<file path="src/include/fpcs_pkg.sv">
package fpcs_pkg;

    // control register numbers
    localparam logic [4:0]  CTL_IMPL_REV    = 5'h00;
    localparam logic [4:0]  CTL_STATUS      = 5'h1f;

    // implementation/revision word layout
    localparam int          IMPL_LSB        = 8;
    localparam int          REV_LSB         = 0;
    localparam int          ID_WIDTH        = 8;

    // status word layout
    localparam int          COND_LO_BIT     = 23;
    localparam int          COND_HI_LSB     = 25;
    localparam int          FLUSH_BIT       = 24;
    localparam int          CAUSE_LSB       = 12;
    localparam int          ENABLE_LSB      = 7;
    localparam int          FLAG_LSB        = 2;
    localparam int          RM_LSB          = 0;
    localparam int          COND_COUNT      = 8;
    localparam int          CAUSE_WIDTH     = 6;
    localparam int          IEEE_WIDTH      = 5;
    localparam logic [31:0] UNIMPL_MASK     = 32'h007c0000;
    localparam logic [31:0] STATUS_RESET    = 32'h00000000;

    // cause vector positions (vector bits 4:0 line up with enables/flags)
    localparam int          CAUSE_E         = 5;
    localparam int          CAUSE_V         = 4;
    localparam int          CAUSE_Z         = 3;
    localparam logic [5:0]  CAUSE_NONE      = 6'h00;
    localparam logic [5:0]  CAUSE_E_ONLY    = 6'h20;

    typedef enum logic [1:0]
    {
        round_nearest_even    = 2'h0,
        round_toward_zero     = 2'h1,
        round_toward_plus_inf = 2'h2,
        round_toward_minus_inf = 2'h3
    } rounding_t;

    // kind of instruction at graduation
    typedef enum logic [1:0]
    {
        grad_arith     = 2'h0,
        grad_move      = 2'h1,
        grad_move_from = 2'h2,
        grad_compare   = 2'h3
    } grad_kind_t;

    // control-move sequencer states
    typedef enum logic [2:0]
    {
        seq_idle  = 3'h1,
        seq_drain = 3'h2,
        seq_exec  = 3'h4
    } seq_state_t;

endpackage

</file>
<file path="src/logic/fp_move_sequencer.sv">
`timescale 1ns/1ns
module fp_move_sequencer
(
    input  wire logic core_clk,
    input  wire logic sys_rst,
    input  wire logic req_valid,
    input  wire logic pipeline_empty,
    output logic      busy,
    output logic      exec
);

    typedef struct packed
    {
        fpcs_pkg::seq_state_t state;
        logic                 busy;
        logic                 exec;
    } seq_t;

    seq_t cur;
    seq_t next_cur;

    always_comb
    begin
        next_cur      = cur;
        next_cur.exec = 1'b0;
        case (cur.state)
            fpcs_pkg::seq_idle:
            begin
                if (req_valid)
                begin
                    next_cur.state = fpcs_pkg::seq_drain;
                    next_cur.busy  = 1'b1;
                end
            end
            fpcs_pkg::seq_drain:
            begin
                if (pipeline_empty)
                begin
                    next_cur.state = fpcs_pkg::seq_exec;
                    next_cur.exec  = 1'b1;
                end
            end
            fpcs_pkg::seq_exec:
            begin
                next_cur.state = fpcs_pkg::seq_idle;
                next_cur.busy  = 1'b0;
            end
            default:
            begin
                next_cur.state = fpcs_pkg::seq_idle;
                next_cur.busy  = 1'b0;
            end
        endcase
    end

    always_ff @(posedge core_clk or posedge sys_rst)
    begin
        if (sys_rst)
        begin
            cur <= '{state: fpcs_pkg::seq_idle, busy: 1'b0, exec: 1'b0};
        end
        else
        begin
            cur <= next_cur;
        end
    end

    assign busy = cur.busy;
    assign exec = cur.exec;

endmodule

</file>
<file path="src/logic/fp_unit_cause.sv">
`timescale 1ns/1ns
module fp_unit_cause
(
    input  wire logic       core_clk,
    input  wire logic       sys_rst,
    input  wire logic       flush_denormal_bit,
    input  wire logic       unit_done,
    input  wire logic       unit_is_divide,
    input  wire logic [5:0] unit_raw_cause,
    input  wire logic       unit_denorm_result,
    input  wire logic       unit_denorm_input,
    output logic            cause_valid,
    output logic [5:0]      cause,
    output logic            result_to_zero,
    output logic            operand_to_zero
);

    typedef struct packed
    {
        logic       valid;
        logic [5:0] cause;
        logic       res_zero;
        logic       opnd_zero;
    } cg_t;

    cg_t cur;
    cg_t next_cur;

    always_comb
    begin
        next_cur       = cur;
        next_cur.valid = unit_done;
        if (unit_done)
        begin
            next_cur.cause = unit_raw_cause;
            // divide-by-zero only comes from the divider
            if (!unit_is_divide)
            begin
                next_cur.cause[fpcs_pkg::CAUSE_Z] = 1'b0;
            end
            // denormal result: trap, or flush to zero quietly
            if (unit_denorm_result && !flush_denormal_bit)
            begin
                next_cur.cause[fpcs_pkg::CAUSE_E] = 1'b1;
            end
            next_cur.res_zero = unit_denorm_result &&
                                flush_denormal_bit;
            // raw cause already reflects the zeroed operand, so any
            // zero-induced trap stays in place
            next_cur.opnd_zero = unit_denorm_input &&
                                 flush_denormal_bit;
        end
    end

    always_ff @(posedge core_clk or posedge sys_rst)
    begin
        if (sys_rst)
        begin
            cur <= '{valid: 1'b0, cause: fpcs_pkg::CAUSE_NONE,
                     res_zero: 1'b0, opnd_zero: 1'b0};
        end
        else
        begin
            cur <= next_cur;
        end
    end

    assign cause_valid     = cur.valid;
    assign cause           = cur.cause;
    assign result_to_zero  = cur.res_zero;
    assign operand_to_zero = cur.opnd_zero;

endmodule

</file>
<file path="src/logic/fp_control_status_regs.sv">
`timescale 1ns/1ns
// Summary of operation
// - only control registers 0 and 31 exist; others read zero.
// - register 0 reads zero, implementation id, revision number.
// - status bits 22:18 always zero; all others readable and writable.
// - control moves wait for graduation drain and stall later decode.
// - flush clear traps denormal results; flush set zeroes them silently.
// - condition bits 31:25,23 updated by compares in graduation order.
// - six cause bits reflect last graduated or trapping instruction.
// - only queue instructions update status; moves limited to unimplemented.
// - unimplemented cause always traps.
// - enable bits 11:7 allow traps for matching IEEE causes.
// - untrapped arithmetic sets sticky flags 6:2; trapping leaves them.
// - rounding field 1:0 selects nearest, zero, plus, minus infinity.
// - rounding and enables change only by move write; broadcast.
// - enabled cause traps, discards result, leaves flags unchanged.
// - move write still updates status, then traps and aborts move.
// - move write to 31 loads every status bit except 22:18 after drain.
// - execution units deliver cause status on completion.
// - divide-by-zero cause only from divide unit.
// - software may directly set or clear cause and flag bits.
// - with flush set, denormal operands become zero, zero traps kept.
module fp_control_status_regs
#(
    // arbitrary identifier value, not tied to any product
    parameter logic [7:0] IMPL_ID  = 8'h5a,
    parameter logic [7:0] REVISION = 8'h01
)
(
    input  wire logic        core_clk,
    input  wire logic        sys_rst,
    // control move request from decode
    input  wire logic        move_valid,
    input  wire logic        move_write,
    input  wire logic [4:0]  move_sel,
    input  wire logic [31:0] move_wdata,
    input  wire logic        pipeline_empty,
    output logic             decode_stall,
    output logic             move_done,
    output logic [31:0]      move_rdata,
    output logic             move_trap,
    // graduation of one instruction
    input  wire logic        grad_valid,
    input  wire logic        grad_from_fp_queue,
    input  wire logic [1:0]  grad_kind,
    input  wire logic [5:0]  grad_cause,
    input  wire logic        grad_cond_we,
    input  wire logic [2:0]  grad_cond_sel,
    input  wire logic        grad_cond_val,
    output logic             grad_trap,
    output logic             grad_discard,
    // execution unit completion
    input  wire logic        unit_done,
    input  wire logic        unit_is_divide,
    input  wire logic [5:0]  unit_raw_cause,
    input  wire logic        unit_denorm_result,
    input  wire logic        unit_denorm_input,
    output logic             unit_cause_valid,
    output logic [5:0]       unit_cause,
    output logic             unit_result_to_zero,
    output logic             unit_operand_to_zero,
    // broadcast to execution units
    output logic [1:0]       rounding_field,
    output logic [4:0]       trap_enables,
    output logic             flush_denormal_bit
);

    typedef struct packed
    {
        logic [31:0] status;
        logic        pend_write;
        logic [4:0]  pend_sel;
        logic [31:0] pend_wdata;
        logic        done;
        logic [31:0] rdata;
        logic        mtrap;
        logic        gtrap;
        logic        gdiscard;
        logic [1:0]  rm;
        logic [4:0]  en;
        logic        fs;
    } regs_t;

    regs_t cur;
    regs_t next_cur;

    logic  seq_busy;
    logic  seq_exec;

    // an unimplemented cause or any enabled IEEE cause forces a trap
    function automatic logic trap_check(input logic [5:0] c,
                                        input logic [4:0] en);
        trap_check = c[fpcs_pkg::CAUSE_E] |
                     (|(c[fpcs_pkg::IEEE_WIDTH-1:0] & en));
    endfunction

    function automatic logic [4:0] cond_pos(input logic [2:0] idx);
        if (idx == 3'h0)
        begin
            cond_pos = 5'(fpcs_pkg::COND_LO_BIT);
        end
        else
        begin
            cond_pos = 5'(fpcs_pkg::COND_HI_LSB - 1) + 5'(idx);
        end
    endfunction

    fp_move_sequencer u_seq
    (
        .core_clk       (core_clk),
        .sys_rst        (sys_rst),
        .req_valid      (move_valid && !seq_busy),
        .pipeline_empty (pipeline_empty),
        .busy           (seq_busy),
        .exec           (seq_exec)
    );

    fp_unit_cause u_cause
    (
        .core_clk           (core_clk),
        .sys_rst            (sys_rst),
        .flush_denormal_bit (cur.fs),
        .unit_done          (unit_done),
        .unit_is_divide     (unit_is_divide),
        .unit_raw_cause     (unit_raw_cause),
        .unit_denorm_result (unit_denorm_result),
        .unit_denorm_input  (unit_denorm_input),
        .cause_valid        (unit_cause_valid),
        .cause              (unit_cause),
        .result_to_zero     (unit_result_to_zero),
        .operand_to_zero    (unit_operand_to_zero)
    );

    always_comb
    begin
        logic [5:0]  gc;
        logic [31:0] ws;
        logic        gt;
        logic        upd;
        gc = fpcs_pkg::CAUSE_NONE;
        ws = '0;
        gt = 1'b0;
        upd = 1'b0;

        next_cur          = cur;
        next_cur.done     = 1'b0;
        next_cur.mtrap    = 1'b0;
        next_cur.gtrap    = 1'b0;
        next_cur.gdiscard = 1'b0;

        // capture the move while the sequencer is idle
        if (move_valid && !seq_busy)
        begin
            next_cur.pend_write = move_write;
            next_cur.pend_sel   = move_sel;
            next_cur.pend_wdata = move_wdata;
        end

        if (seq_exec)
        begin
            next_cur.done = 1'b1;
            if (cur.pend_write)
            begin
                if (cur.pend_sel == fpcs_pkg::CTL_STATUS)
                begin
                    ws = cur.pend_wdata & ~fpcs_pkg::UNIMPL_MASK;
                    next_cur.status = ws;
                    next_cur.rm = ws[fpcs_pkg::RM_LSB +: 2];
                    next_cur.en = ws[fpcs_pkg::ENABLE_LSB +:
                                     fpcs_pkg::IEEE_WIDTH];
                    next_cur.fs = ws[fpcs_pkg::FLUSH_BIT];
                    // status stays written even though the move traps
                    next_cur.mtrap = trap_check(
                        ws[fpcs_pkg::CAUSE_LSB +: fpcs_pkg::CAUSE_WIDTH],
                        ws[fpcs_pkg::ENABLE_LSB +:
                           fpcs_pkg::IEEE_WIDTH]);
                end
                // writes to register 0 or unknown numbers are dropped
            end
            else
            begin
                if (cur.pend_sel == fpcs_pkg::CTL_STATUS)
                begin
                    next_cur.rdata = cur.status;
                end
                else if (cur.pend_sel == fpcs_pkg::CTL_IMPL_REV)
                begin
                    next_cur.rdata = '0;
                    next_cur.rdata[fpcs_pkg::IMPL_LSB +:
                                   fpcs_pkg::ID_WIDTH] = IMPL_ID;
                    next_cur.rdata[fpcs_pkg::REV_LSB +:
                                   fpcs_pkg::ID_WIDTH] = REVISION;
                end
                else
                begin
                    next_cur.rdata = '0;
                end
            end
        end
        else if (grad_valid && grad_from_fp_queue)
        begin
            upd = 1'b1;
            case (fpcs_pkg::grad_kind_t'(grad_kind))
                fpcs_pkg::grad_move:
                begin
                    gc = grad_cause & fpcs_pkg::CAUSE_E_ONLY;
                end
                fpcs_pkg::grad_move_from:
                begin
                    upd = 1'b0;
                end
                default:
                begin
                    gc = grad_cause;
                end
            endcase
            if (upd)
            begin
                gt = trap_check(gc, cur.en);
                next_cur.gtrap    = gt;
                next_cur.gdiscard = gt;
                next_cur.status[fpcs_pkg::CAUSE_LSB +:
                                fpcs_pkg::CAUSE_WIDTH] = gc;
                if (!gt)
                begin
                    next_cur.status[fpcs_pkg::FLAG_LSB +:
                                    fpcs_pkg::IEEE_WIDTH] =
                        cur.status[fpcs_pkg::FLAG_LSB +:
                                   fpcs_pkg::IEEE_WIDTH] |
                        gc[fpcs_pkg::IEEE_WIDTH-1:0];
                    if (fpcs_pkg::grad_kind_t'(grad_kind) ==
                        fpcs_pkg::grad_compare && grad_cond_we)
                    begin
                        next_cur.status[cond_pos(grad_cond_sel)] =
                            grad_cond_val;
                    end
                end
            end
        end
    end

    always_ff @(posedge core_clk or posedge sys_rst)
    begin
        if (sys_rst)
        begin
            cur <= '{status: fpcs_pkg::STATUS_RESET,
                     pend_write: 1'b0, pend_sel: fpcs_pkg::CTL_IMPL_REV,
                     pend_wdata: '0, done: 1'b0, rdata: '0,
                     mtrap: 1'b0, gtrap: 1'b0, gdiscard: 1'b0,
                     rm: 2'h0, en: 5'h00, fs: 1'b0};
        end
        else
        begin
            cur <= next_cur;
        end
    end

    assign decode_stall       = seq_busy;
    assign move_done          = cur.done;
    assign move_rdata         = cur.rdata;
    assign move_trap          = cur.mtrap;
    assign grad_trap          = cur.gtrap;
    assign grad_discard       = cur.gdiscard;
    assign rounding_field     = cur.rm;
    assign trap_enables       = cur.en;
    assign flush_denormal_bit = cur.fs;

endmodule

</file>
<file path="config.mk">
export PLATFORM = sky130hd
export DESIGN_NAME = fp_control_status_regs
export DESIGN_NICKNAME = d
export VERILOG_FILES = /design/src/include/fpcs_pkg.sv /design/src/logic/fp_move_sequencer.sv /design/src/logic/fp_unit_cause.sv /design/src/logic/fp_control_status_regs.sv
export SDC_FILE = /design/constraint.sdc
export NUM_CORES = 1
export LEC_CHECK = 0
export BUFFER_PORTS_ARGS = -buffer_cell sky130_fd_sc_hd__buf_2
export CORE_ASPECT_RATIO = 1.2
export CORE_UTILIZATION = 54
export DETAILED_ROUTE_END_ITERATION = 12
export GPL_TIMING_DRIVEN = 0
export PLACE_DENSITY = 0.8
export SETUP_SLACK_MARGIN = 0.05
export SYNTH_ARGS = -nofsm -noshare
export SYNTH_HDL_FRONTEND = slang
export SYNTH_SLANG_ARGS = --single-unit
</file>
<file path="constraint.sdc">
create_clock -name core_clk -period 4.35 [get_ports core_clk]
set_input_delay 0.2175 -clock core_clk [delete_from_list [all_inputs] [get_ports core_clk]]
set_output_delay 0.2175 -clock core_clk [all_outputs]
set_load 0.05 [all_outputs]
</file>
**Word-level counts from Yosys, hierarchy flattened**

Cells that the tools add are included.

- Magnitude comparators: 2
- Shift operators: 0
- Bitwise logic cells: 7
- Multiplexer cells: 39
- Div/mod/pow operators: 0
- $add $sub $neg: 1
- Eq/ne operators: 11
- Multiply operators: 0
- Reduce and logical (&&, ||, !) cells: 23

Operators by type and width:

| kind | number |
|---|---|
| 32-bit two-way mux | 9 |
| 34-bit two-way mux | 1 |
| 32-bit bitwise mux | 1 |
| 5-bit two-way mux | 6 |
| 15-bit two-way mux | 1 |
| 6-bit two-way mux | 2 |
| 6-bit case mux with 2 select lines | 1 |
| 5-bit AND | 2 |
| 1-bit two-way mux | 10 |
| 5-bit OR reduction | 2 |
| 1-bit logical AND | 7 |
| 5-bit by 6-bit < comparator with 1-bit output, second input constant | 1 |
| 2-bit two-way mux | 3 |
| 2-bit inequality test, second input constant | 3 |
| 3-bit case mux with 2 select lines | 1 |
| 2-bit AND reduction | 3 |
| 6-bit AND reduction | 1 |
| 2-bit nonzero test | 3 |
| 4-bit by 4-bit adder with 5-bit output, first input constant | 1 |
| 1-bit demux with 5-bit select | 1 |
| 5-bit == test, second input constant | 1 |
| 5-bit by 1-bit >= comparator with 1-bit output, second input constant | 1 |
| 5-bit logical NOT | 1 |
| 5-bit bitwise OR | 1 |
| 15 further kinds | 20 |

- Bits of input ports: 67
- Memory bits (read-only): 0
- Flip-flop bits (word level): 128
- Output and inout port bits: 54
- Logic and storage cells: 104
- Memory bits (writable): 0
- Memories: 0
- Bits in latches: 0

**Depth between registers and ports, before layout**

Gate-level depths: netlist of the first run.

- Depth in word-level cells: 21
- Depth in mapped cells: 7
- Depth with buffers taken out: 7

**Cells and area by module**

From an unflattened synthesis of the first run, not the netlist that was laid out.

- Cells, all modules: 516
- Area total of the unflattened synthesis: 5,380.2 um^2

By module, submodules not included:

| module | sequential area each (um^2) | area each (um^2) | cells each | instances |
|---|---|---|---|---|
| fp_control_status_regs | 2,702.6 | 4,817.1 | 471 | 1 |
| fp_unit_cause | 225.2 | 354.1 | 28 | 1 |
| fp_move_sequencer | 126.4 | 209.0 | 17 | 1 |

**Worst setup path after synthesis of the first run**

No wires, ideal clock.

- Kind: in2reg
- Start point: input port grad_kind[0]
- End point: register cur[109] in the netlist's numbering
- Data required time: 4.225 ns
- Stages: 7
- Setup time: 0.125 ns
- Slack: 2.561 ns
- Path buffers: 0
- Data arrival time: 1.664 ns
- Path through: inv_1 ha_1 o21ai_1 nand2_1 nor4_4 a21oi_1 mux2_4

- Longest elaborated chain between the ends: 9
- Elaborated cells between the ends (all ways): 17
- Those cells by class: eq/ne (4); mux (6); bitwise (2); reduce/logical (5)

RTL lines:

| item | line | source |
|---|---|---|
| start: declaration | fp_control_status_regs.sv:45 | `input wire logic [1:0] grad_kind,` |
| 2-bit == test or 2-bit by 1-bit == test with 1-bit output (tied branches) | fp_control_status_regs.sv:203 | `case (fpcs_pkg::grad_kind_t'(grad_kind))` |
| 6-bit case mux with 2 select lines | fp_control_status_regs.sv:203 |  |
| 6-bit two-way mux | fp_control_status_regs.sv:200 | `else if (grad_valid && grad_from_fp_queue)` |
| 6-bit two-way mux | fp_control_status_regs.sv:159 | `if (seq_exec)` |
| 5-bit AND | fp_control_status_regs.sv:94 | `(\|(c[fpcs_pkg::IEEE_WIDTH-1:0] & en));` |
| 5-bit OR reduction | fp_control_status_regs.sv:94 |  |
| 1-bit bitwise OR | fp_control_status_regs.sv:93 | `trap_check = c[fpcs_pkg::CAUSE_E] \|` |
| 2-bit by 1-bit inequality test with 1-bit output (no source line) | - |  |
| 6-bit AND reduction (no source line) (*) | - |  |
| end signal: assignment | fp_control_status_regs.sv:246 | `cur <= '{status: fpcs_pkg::STATUS_RESET,` |
| end signal: assignment | fp_control_status_regs.sv:254 | `cur <= next_cur;` |
| end: declaration | fp_control_status_regs.sv:84 | `regs_t cur;` |

Mark *: on every way between the ends. The rest lies on a longest branch, timed or not. The select of a mux whose other input is x is not followed.
A chain may end at the register's enable or synchronous reset.

**Final worst setup path of the first run**

- Start point: register u_seq.cur, in the netlist u_seq.exec
- End point: register cur[109] in the netlist's numbering

- Longest elaborated chain between the ends: 2
- Elaborated cells between the ends (all ways): 8
- Those cells by class: eq/ne (3); mux (1); reduce/logical (4)

RTL lines:

| item | line | source |
|---|---|---|
| start: declaration | fp_move_sequencer.sv:19 | `seq_t cur;` |
| start signal: assignment | fp_move_sequencer.sv:60 | `cur <= '{state: fpcs_pkg::seq_idle, busy: 1'b0, exec: 1'b0};` |
| start signal: assignment | fp_move_sequencer.sv:64 | `cur <= next_cur;` |
| 2-bit by 1-bit inequality test with 1-bit output (no source line) (tied with other cells) | - |  |
| 6-bit AND reduction (no source line) | - |  |

Parallel ways exist; a longest one is shown, timed or not.

==> impl_metrics.yaml, run 1 <==
routing:
  highest_layer: "met4"
  dr_total_vias: 4112
  met2WireLength_um: 6039
  wl_per_cell_um: 15.62
  first_pass_iters: 4
  wl_met1_um: 4957
  wl_met3_um: 815
  wl_um: 12040
  drc_errors: 0
  drtIter0Drc: 326
  ant_nets: 0
  viasPerCell: 5.333
pwr:
  power.internal_mw: 2.730
  switching_share_pct: 26.55
  ir_drop_mv: 0.3673
  leakage_nw: 3.541
  power_frac_comb_pct: 17.5
  clockPowerShare_pct: 41.1
  fin_total_pwr_mw: 3.717
  power.switching_uw: 987.0
  power.density_mw_per_mm2: 549.2
  seqPwrFrac_pct: 41.4
setup_path:
  crit_top_cell: "a21oi_1"
  critPathLaunchType: "flop"
  setup.worst_path.end_class: "flop"
  crit_type: "reg -> reg"
  cp_top_family: "simple AND/OR/NAND/NOR gates"
  cp.arrival_ns: 2.23
  required_ns: 4.65
  path_buf_inv: 1
  crit_path_max_fanout: 10
  worstPathCellList: "buf_2 -> nor4bb_4 -> a21oi_1 -> nor2_1 -> a21oi_1 -> mux2_4"
  slowest_delay_ns: 0.40
  worst_path_max_delay_cell: "dfrtp_1"
cts:
  cts_resized: 0
  cts_tree: "built"
  clockBufferDepth: 2
  numCtsBuffers: 17
  cts_sinks: 122
  htreeDepth: 4
  cts-root-buf: "clkbuf_16"
  path_clk_slew_ns: 0.05
  clk_latency_ns: 0.41
timing:
  setup_tns_ns: 0
  fin_crit_ns: 1.931
  fin_skew_ns: 0.003636
  period_share_pct: 44.39
  clock.fmax_mhz: 517.8
  setup_viol: 0
  worst_slew_pin_slew_ns: 0.5336
  drv_slew: 0
  whs_ns: 0.03894
  relSlewSlack_pct: 64.43
  rsz0062_at_grt: "false"
  finalHoldViolCount: 0
status:
  status: "completed"
synthesis:
  synth_cells: 499
  seq_area_frac_synth_pct: 57.18
  synthArstFlopShare_pct: 100.0
  syn_nets: 569
  synth_area_leader_cell: "dfrtp_1"
  yosysWarnings: 0
  ys_top_cells_by_count: "122 x nand2_1, 121 x dfrtp_1, 40 x buf_4, 37 x mux2_2, 31 x nand3_1"
  yosys.cell_count.top_type: "nand2_1"
  syn-cell-area_mm2: 0.005341
  netlist.area_leader.share_pct: 56.69
  ys_ff_latch: 122
  synth_edf_count: 0
  synthDistinctLibCells: 45
  synth_flop_cell: "dfrtp_1"
  yosys-top-cells-area: "dfrtp_1 57%, nand2_1 8.6%, mux2_2 7.8%"
  synth.avg_cell_area_um2: 10.70
floorplan:
  die_width_um: 92.79
  dieArea_mm2: 0.01030
  fp.coreArea_mm2: 0.009564
  start_util_pct: 55.85
  top_level_ports: 121
  die_h_um: 111.0
  num_rows: 39
final_layout:
  area_growth_syn_to_layout_pct: 26.70
  diodes: 0
  layout-drive-gt1-share_pct: 37.96
  nNetsFinal: 706
min_path:
  min_path_type: "in -> reg"
global_routing:
  track_usage_pct: 25.44
  grt_max_degree: 79
  grt_pass1_vias: 4103
  grt_overflow: 0
  grt_antenna_before_repair: 0
  grt_first_pass_wirelength_um: 19920
place:
  routabilityCongestion: 0.8803
  hpwlAfterDp_um: 8749
  portBuffers: 115
run:
  maxCapViolations: 0
[kinds of logic (layout without fill, tap and decap cells)]
group | Yosys count | count (layout) | synth area share (%)
AO/OA/AOI/OAI | 57 | 57 | 7.613
XOR/XNOR | 1 | 1 | 0.1640
adder cells (fa/ha/maj) | 3 | 3 | 0.7028
buffers and inverters | 72 | 221 | 8.292
flip-flops | 122 | 122 | 57.18
multiplexers | 39 | 39 | 8.269
AND/OR/NAND/NOR | 205 | 205 | 17.78
[worst reg2reg max path: stages (launching register included)]
cell	delay (ns)
dfrtp_1	0.40
buf_2	0.21
nor4bb_4	0.36
a21oi_1	0.17
nor2_1	0.24
a21oi_1	0.12
mux2_4	0.31
[stage by stage]
step | worst slack, ns | utilization [%] | instances | area (um2)
6_report | 2.419 | 70.76 | 771 | 6768
3_5_place_dp | 2.174 | 63.81 | 738 | 6103
5_1_grt | 2.324 | 70.76 | 771 | 6768
3_3_place_gp | -0.2337 | 63.47 | 737 | 6071
2_1_floorplan | 0.8916 | - | 499 | 5341
4_1_cts | 2.444 | 70.76 | 771 | 6768
[per-layer routing]
layer,GRT usage [%],up-vias
met5,0,-
met4,10.36,0
met3,7.750,25
met2,40.59,164
met1,32.25,1997
li1,-,1926
[layout by cell type, fill, tap and decap left out, types with 5 or more instances in the layout]
cell type  count
nor2b_1        5
inv_1          7
dfrtp_1      121
bufinv_16      5
nand2_1      122
a31o_2         5
nor2_1        20
a221o_1        5
clkbuf_1      19
a22o_1         5
clkbuf_16     17
mux2_2        37
and2_1         6
buf_2        121
nand3_1       31
buf_4         40
a311oi_1       5
a21oi_1       20
[what timing repair did]
item                                   4_1_cts  5_1_grt
hold buffers                                 2        0
endpoints found under the hold margin       45        0
buffers inserted                             0        0
[flip-flops by register name, indices dropped and copies added (netlist names)]
name and count:
u_cause.cause_valid 1, grad_discard 1, flush_denormal_bit 1, rounding_field 2
move_done 1, u_seq.exec 1, trap_enables 5, cur 65
u_seq.cur 3, move_trap 1, move_rdata 32, u_cause.operand_to_zero 1
u_seq.busy 1, u_cause.result_to_zero 1, u_cause.cause 6
[path summary, 6_finish.rpt]
check	start	to	slack, ns	cells after the start
min	move_wdata[25]	cur[69]$_DFFE_PP0P_	0.04	2
max	u_seq.exec$_DFF_PP0_	cur[109]$_DFFE_PP0P_	2.42	6
max reg2reg	u_seq.exec$_DFF_PP0_	cur[109]$_DFFE_PP0P_	2.42	6
max in group asynchronous	sys_rst	u_seq.cur[2]$_DFFE_PP1P_	3.26	4
min reg2reg	u_seq.exec$_DFF_PP0_	move_done$_DFF_PP0_	0.42	0
min in group asynchronous	sys_rst	cur[45]$_DFFE_PP0P_	0.36	3
[power by group through the flow]
stage,sequential (mW),clock (mW),combinational [mW]
4_1_cts,1.53,1.54,0.658
6_report,1.54,1.53,0.652
3_5_place_dp,1.55,0,0.650
2_1_floorplan,1.52,0,0.481
3_3_place_gp,1.54,0,0.620
5_1_grt,1.56,1.59,0.707
[final cells by class]
| class | count | area (um2) |
|---|---|---|
| Buffer | 64 | 412.9 |
| Clock buffer | 24 | 481.7 |
| Clock inverter | 7 | 162.7 |
| Fill cell | 704 | 2796 |
| Inverter | 8 | 35.03 |
| Multi-Input combinational cell | 305 | 1844 |
| Sequential cell | 122 | 3054 |
| Tap cell | 123 | 153.9 |
| Timing Repair Buffer | 118 | 623.1 |
No activity file was read; power rests on OpenSTA's default activity.
==> run 2, diff against run 1 <==
--- a/config.mk
+++ b/config.mk
@@ -5,12 +5,13 @@
 export SDC_FILE = /design/constraint.sdc
 export NUM_CORES = 1
 export LEC_CHECK = 0
+export ABC_AREA = 1
 export BUFFER_PORTS_ARGS = -buffer_cell sky130_fd_sc_hd__buf_2
 export CORE_ASPECT_RATIO = 1.2
 export CORE_UTILIZATION = 54
 export DETAILED_ROUTE_END_ITERATION = 12
 export GPL_TIMING_DRIVEN = 0
-export PLACE_DENSITY = 0.8
+export PLACE_DENSITY = 0.79
 export SETUP_SLACK_MARGIN = 0.05
 export SYNTH_ARGS = -nofsm -noshare
 export SYNTH_HDL_FRONTEND = slang
==> constraint.sdc (replaced) <==
create_clock -name core_clk -period 1.8 [get_ports core_clk]
set_input_delay 0.09 -clock core_clk [delete_from_list [all_inputs] [get_ports core_clk]]
set_output_delay 0.09 -clock core_clk [all_outputs]
set_load 0.05 [all_outputs]
==> run 2 against run 1 <==
  * Combinational power rose to 2.9 times the previous value
  * Largest cell class unchanged
  * Core utilization rose by 3.1 points
  * Total power is 140% higher
  * Fmax rose by 19%
==> impl_metrics.yaml, run 2 <==
setup_path:
  worstPathCellList: "nor2_2 -> inv_1 -> clkbuf_1 -> nand2_1 -> nand2_1"
  setup.worst_path.end_class: "flop"
  cp.arrival_ns: 1.92
  crit_path_max_fanout: 10
  critPathLaunchType: "flop"
  r2r_cells: 5
  required_ns: 2.09
  crit_type: "reg -> reg"
  worst_path_max_delay_cell: "dfrtp_1"
  slowest_delay_ns: 0.40
  crit_top_cell: "nand2_1"
global_routing:
  grt_max_degree: 45
  grt_first_pass_wirelength_um: 22980
  grt_pass1_vias: 4907
  grt_antenna_before_repair: 0
  track_usage_pct: 28.79
  grt_overflow: 0
synthesis:
  yosysWarnings: 0
  synthDistinctLibCells: 29
  synth_flop_cell: "dfrtp_1"
  seq_area_frac_synth_pct: 54.84
  syn-cell-area_mm2: 0.005569
  netlist.area_leader.share_pct: 54.37
  yosys-top-cells-area: "dfrtp_1 54%, nand2_1 19%, buf_4 5.5%"
  ys_ff_latch: 122
  synthArstFlopShare_pct: 100.0
  synth_area_leader_cell: "dfrtp_1"
  ys_top_cells_by_count: "279 x nand2_1, 121 x dfrtp_1, 49 x o21ai_0, 41 x buf_4, 39 x inv_1"
  yosys.cell_count.top_type: "nand2_1"
  synth.avg_cell_area_um2: 8.477
  syn_nets: 727
  synth_cells: 657
  synth_edf_count: 0
final_layout:
  diodes: 0
  nNetsFinal: 908
  area_growth_syn_to_layout_pct: 32.80
  fin_util_pct: 73.89
  layout-drive-gt1-share_pct: 26.35
  largest_reg_flops: 65
  final_cell_mix: "279 x nand2_1, 121 x dfrtp_1, 120 x buf_2, 49 x o21ai_0, 45 x dlygate4sd3_1"
  top_register: "cur"
  final_common_cell: "nand2_1"
  final-instance-count-excl-fill: 976
timing:
  setup_tns_ns: 0
  finalHoldViolCount: 0
  fin_crit_ns: 1.622
  setup_ws_ns: 0.1776
  relSlewSlack_pct: 42.86
  setup_viol: 0
  clock.fmax_mhz: 616.4
  drv_slew: 0
  rsz0062_at_grt: "false"
  period_share_pct: 90.13
  worst_slew_pin_slew_ns: 0.8553
  fin_skew_ns: 0.007994
cts:
  cts_tree: "built"
  clockBufferDepth: 2
  clk_latency_ns: 0.42
  cts-root-buf: "clkbuf_16"
  htreeDepth: 4
  cts_sinks: 122
  path_clk_slew_ns: 0.06
  numCtsBuffers: 17
floorplan:
  die_width_um: 94.71
  start_util_pct: 55.64
  top_level_ports: 121
  fp.coreArea_mm2: 0.01001
  num_rows: 40
  dieArea_mm2: 0.01072
  die_h_um: 113.2
pwr:
  switching_share_pct: 31.15
  clockPowerShare_pct: 38.1
  power.switching_mw: 2.801
  leakage_nw: 4.066
  power.internal_mw: 6.192
  fin_total_pwr_mw: 8.993
  power_frac_comb_pct: 20.7
  seqPwrFrac_pct: 41.1
  power.density_mw_per_mm2: 1216
  ir_drop_mv: 0.7485
routing:
  wl_um: 14140
  dr_total_vias: 4903
  wl_per_cell_um: 14.49
  drtIter0Drc: 294
  ant_nets: 0
  drc_errors: 0
  viasPerCell: 5.024
  first_pass_iters: 5
place:
  hpwlAfterDp_um: 9528
  place_worst_setup_slack_ns: -0.04722
  portBuffers: 115
  place_inst: 900
  routabilityCongestion: 0.8992
min_path:
  hold_depth: 5
  min_path_type: "in -> reg"
status:
  status: "completed"
run:
  maxCapViolations: 0
[run 2: logic make-up (layout without fill, tap and decap cells)]
kind of cell | after synthesis | in the layout | synth area share [%]
flip-flops | 122 | 122 | 54.84
adder cells (fa/ha/maj) | 3 | 3 | 0.6741
AND/OR/NAND/NOR | 351 | 351 | 26.92
AO/OA/AOI/OAI | 73 | 73 | 7.010
buffers and inverters | 108 | 301 | 10.56
[run 2: final cells by class]
| type | count | area, um2 |
|---|---|---|
| Timing Repair Buffer | 162 | 1066 |
| Clock inverter | 8 | 117.6 |
| Inverter | 45 | 172.7 |
| Buffer | 63 | 420.4 |
| Tap cell | 126 | 157.7 |
| Fill cell | 719 | 2614 |
| Multi-Input combinational cell | 427 | 1929 |
| Sequential cell | 122 | 3054 |
| Clock buffer | 23 | 478.0 |
[run 2: worst paths after layout]
path                                   startpoint                             end  slack [ns]
hold / removal                         move_valid          u_seq.busy$_DFFE_PP0P_        0.05
max in group asynchronous                 sys_rst      move_rdata[11]$_DFFE_PP0P_        0.45
hold reg to reg              cur[101]$_DFFE_PP0P_            cur[101]$_DFFE_PP0P_        0.47
min in group asynchronous                 sys_rst  flush_denormal_bit$_DFFE_PP0P_        0.40
setup / recovery           u_seq.busy$_DFFE_PP0P_             cur[55]$_DFFE_PP0P_        0.18
setup reg to reg           u_seq.busy$_DFFE_PP0P_             cur[55]$_DFFE_PP0P_        0.18
[run 2: metrics by stage]
step | hold WS, ns | instance area [um2]
5_1_grt | 0.09922 | 7396
4_1_cts | 0.03635 | 7395
3_3_place_gp | 0.2172 | 6306
3_5_place_dp | 0.2169 | 6346
2_1_floorplan | 0.1214 | 5573
6_report | 0.05349 | 7396
[run 2: timing repair]
| action | in CTS | in global routing |
|---|---|---|
| gates resized for setup | 1 | 2 |
| endpoints found under the hold margin | 82 | 0 |
| hold buffers | 45 | 0 |
| buffers inserted | 0 | 0 |
| setup endpoints to repair | 30 | 10 |
[run 2: worst max-delay path, delay by kind of cell (launching register included)]
kind | cells | cell delay [ns]
buffers and inverters | 2 | 0.48
and+or+nand+nor | 3 | 0.61
DFF | 1 | 0.40
[run 2: power by group through the flow]
| stage | Sequential, mW | Combinational, mW | Clock (mW) |
|---|---|---|---|
| floorplan | 3.68 | 1.26 | 0 |
| global placement | 3.70 | 1.69 | 0 |
| detailed placement | 3.71 | 1.77 | 0 |
| CTS | 3.68 | 1.86 | 3.44 |
| global route | 3.75 | 2.09 | 3.58 |
| finish | 3.70 | 1.86 | 3.43 |
[run 2: layer usage]
metal / GRT usage [%] / vias up / wire (um)
li1: - / 2388 / -
met1: 33.15 / 2270 / 5599
met2: 48.73 / 197 / 7250
met3: 7.728 / 48 / 757
met4: 14.65 / 0 / 533
met5: 0 / - / 0
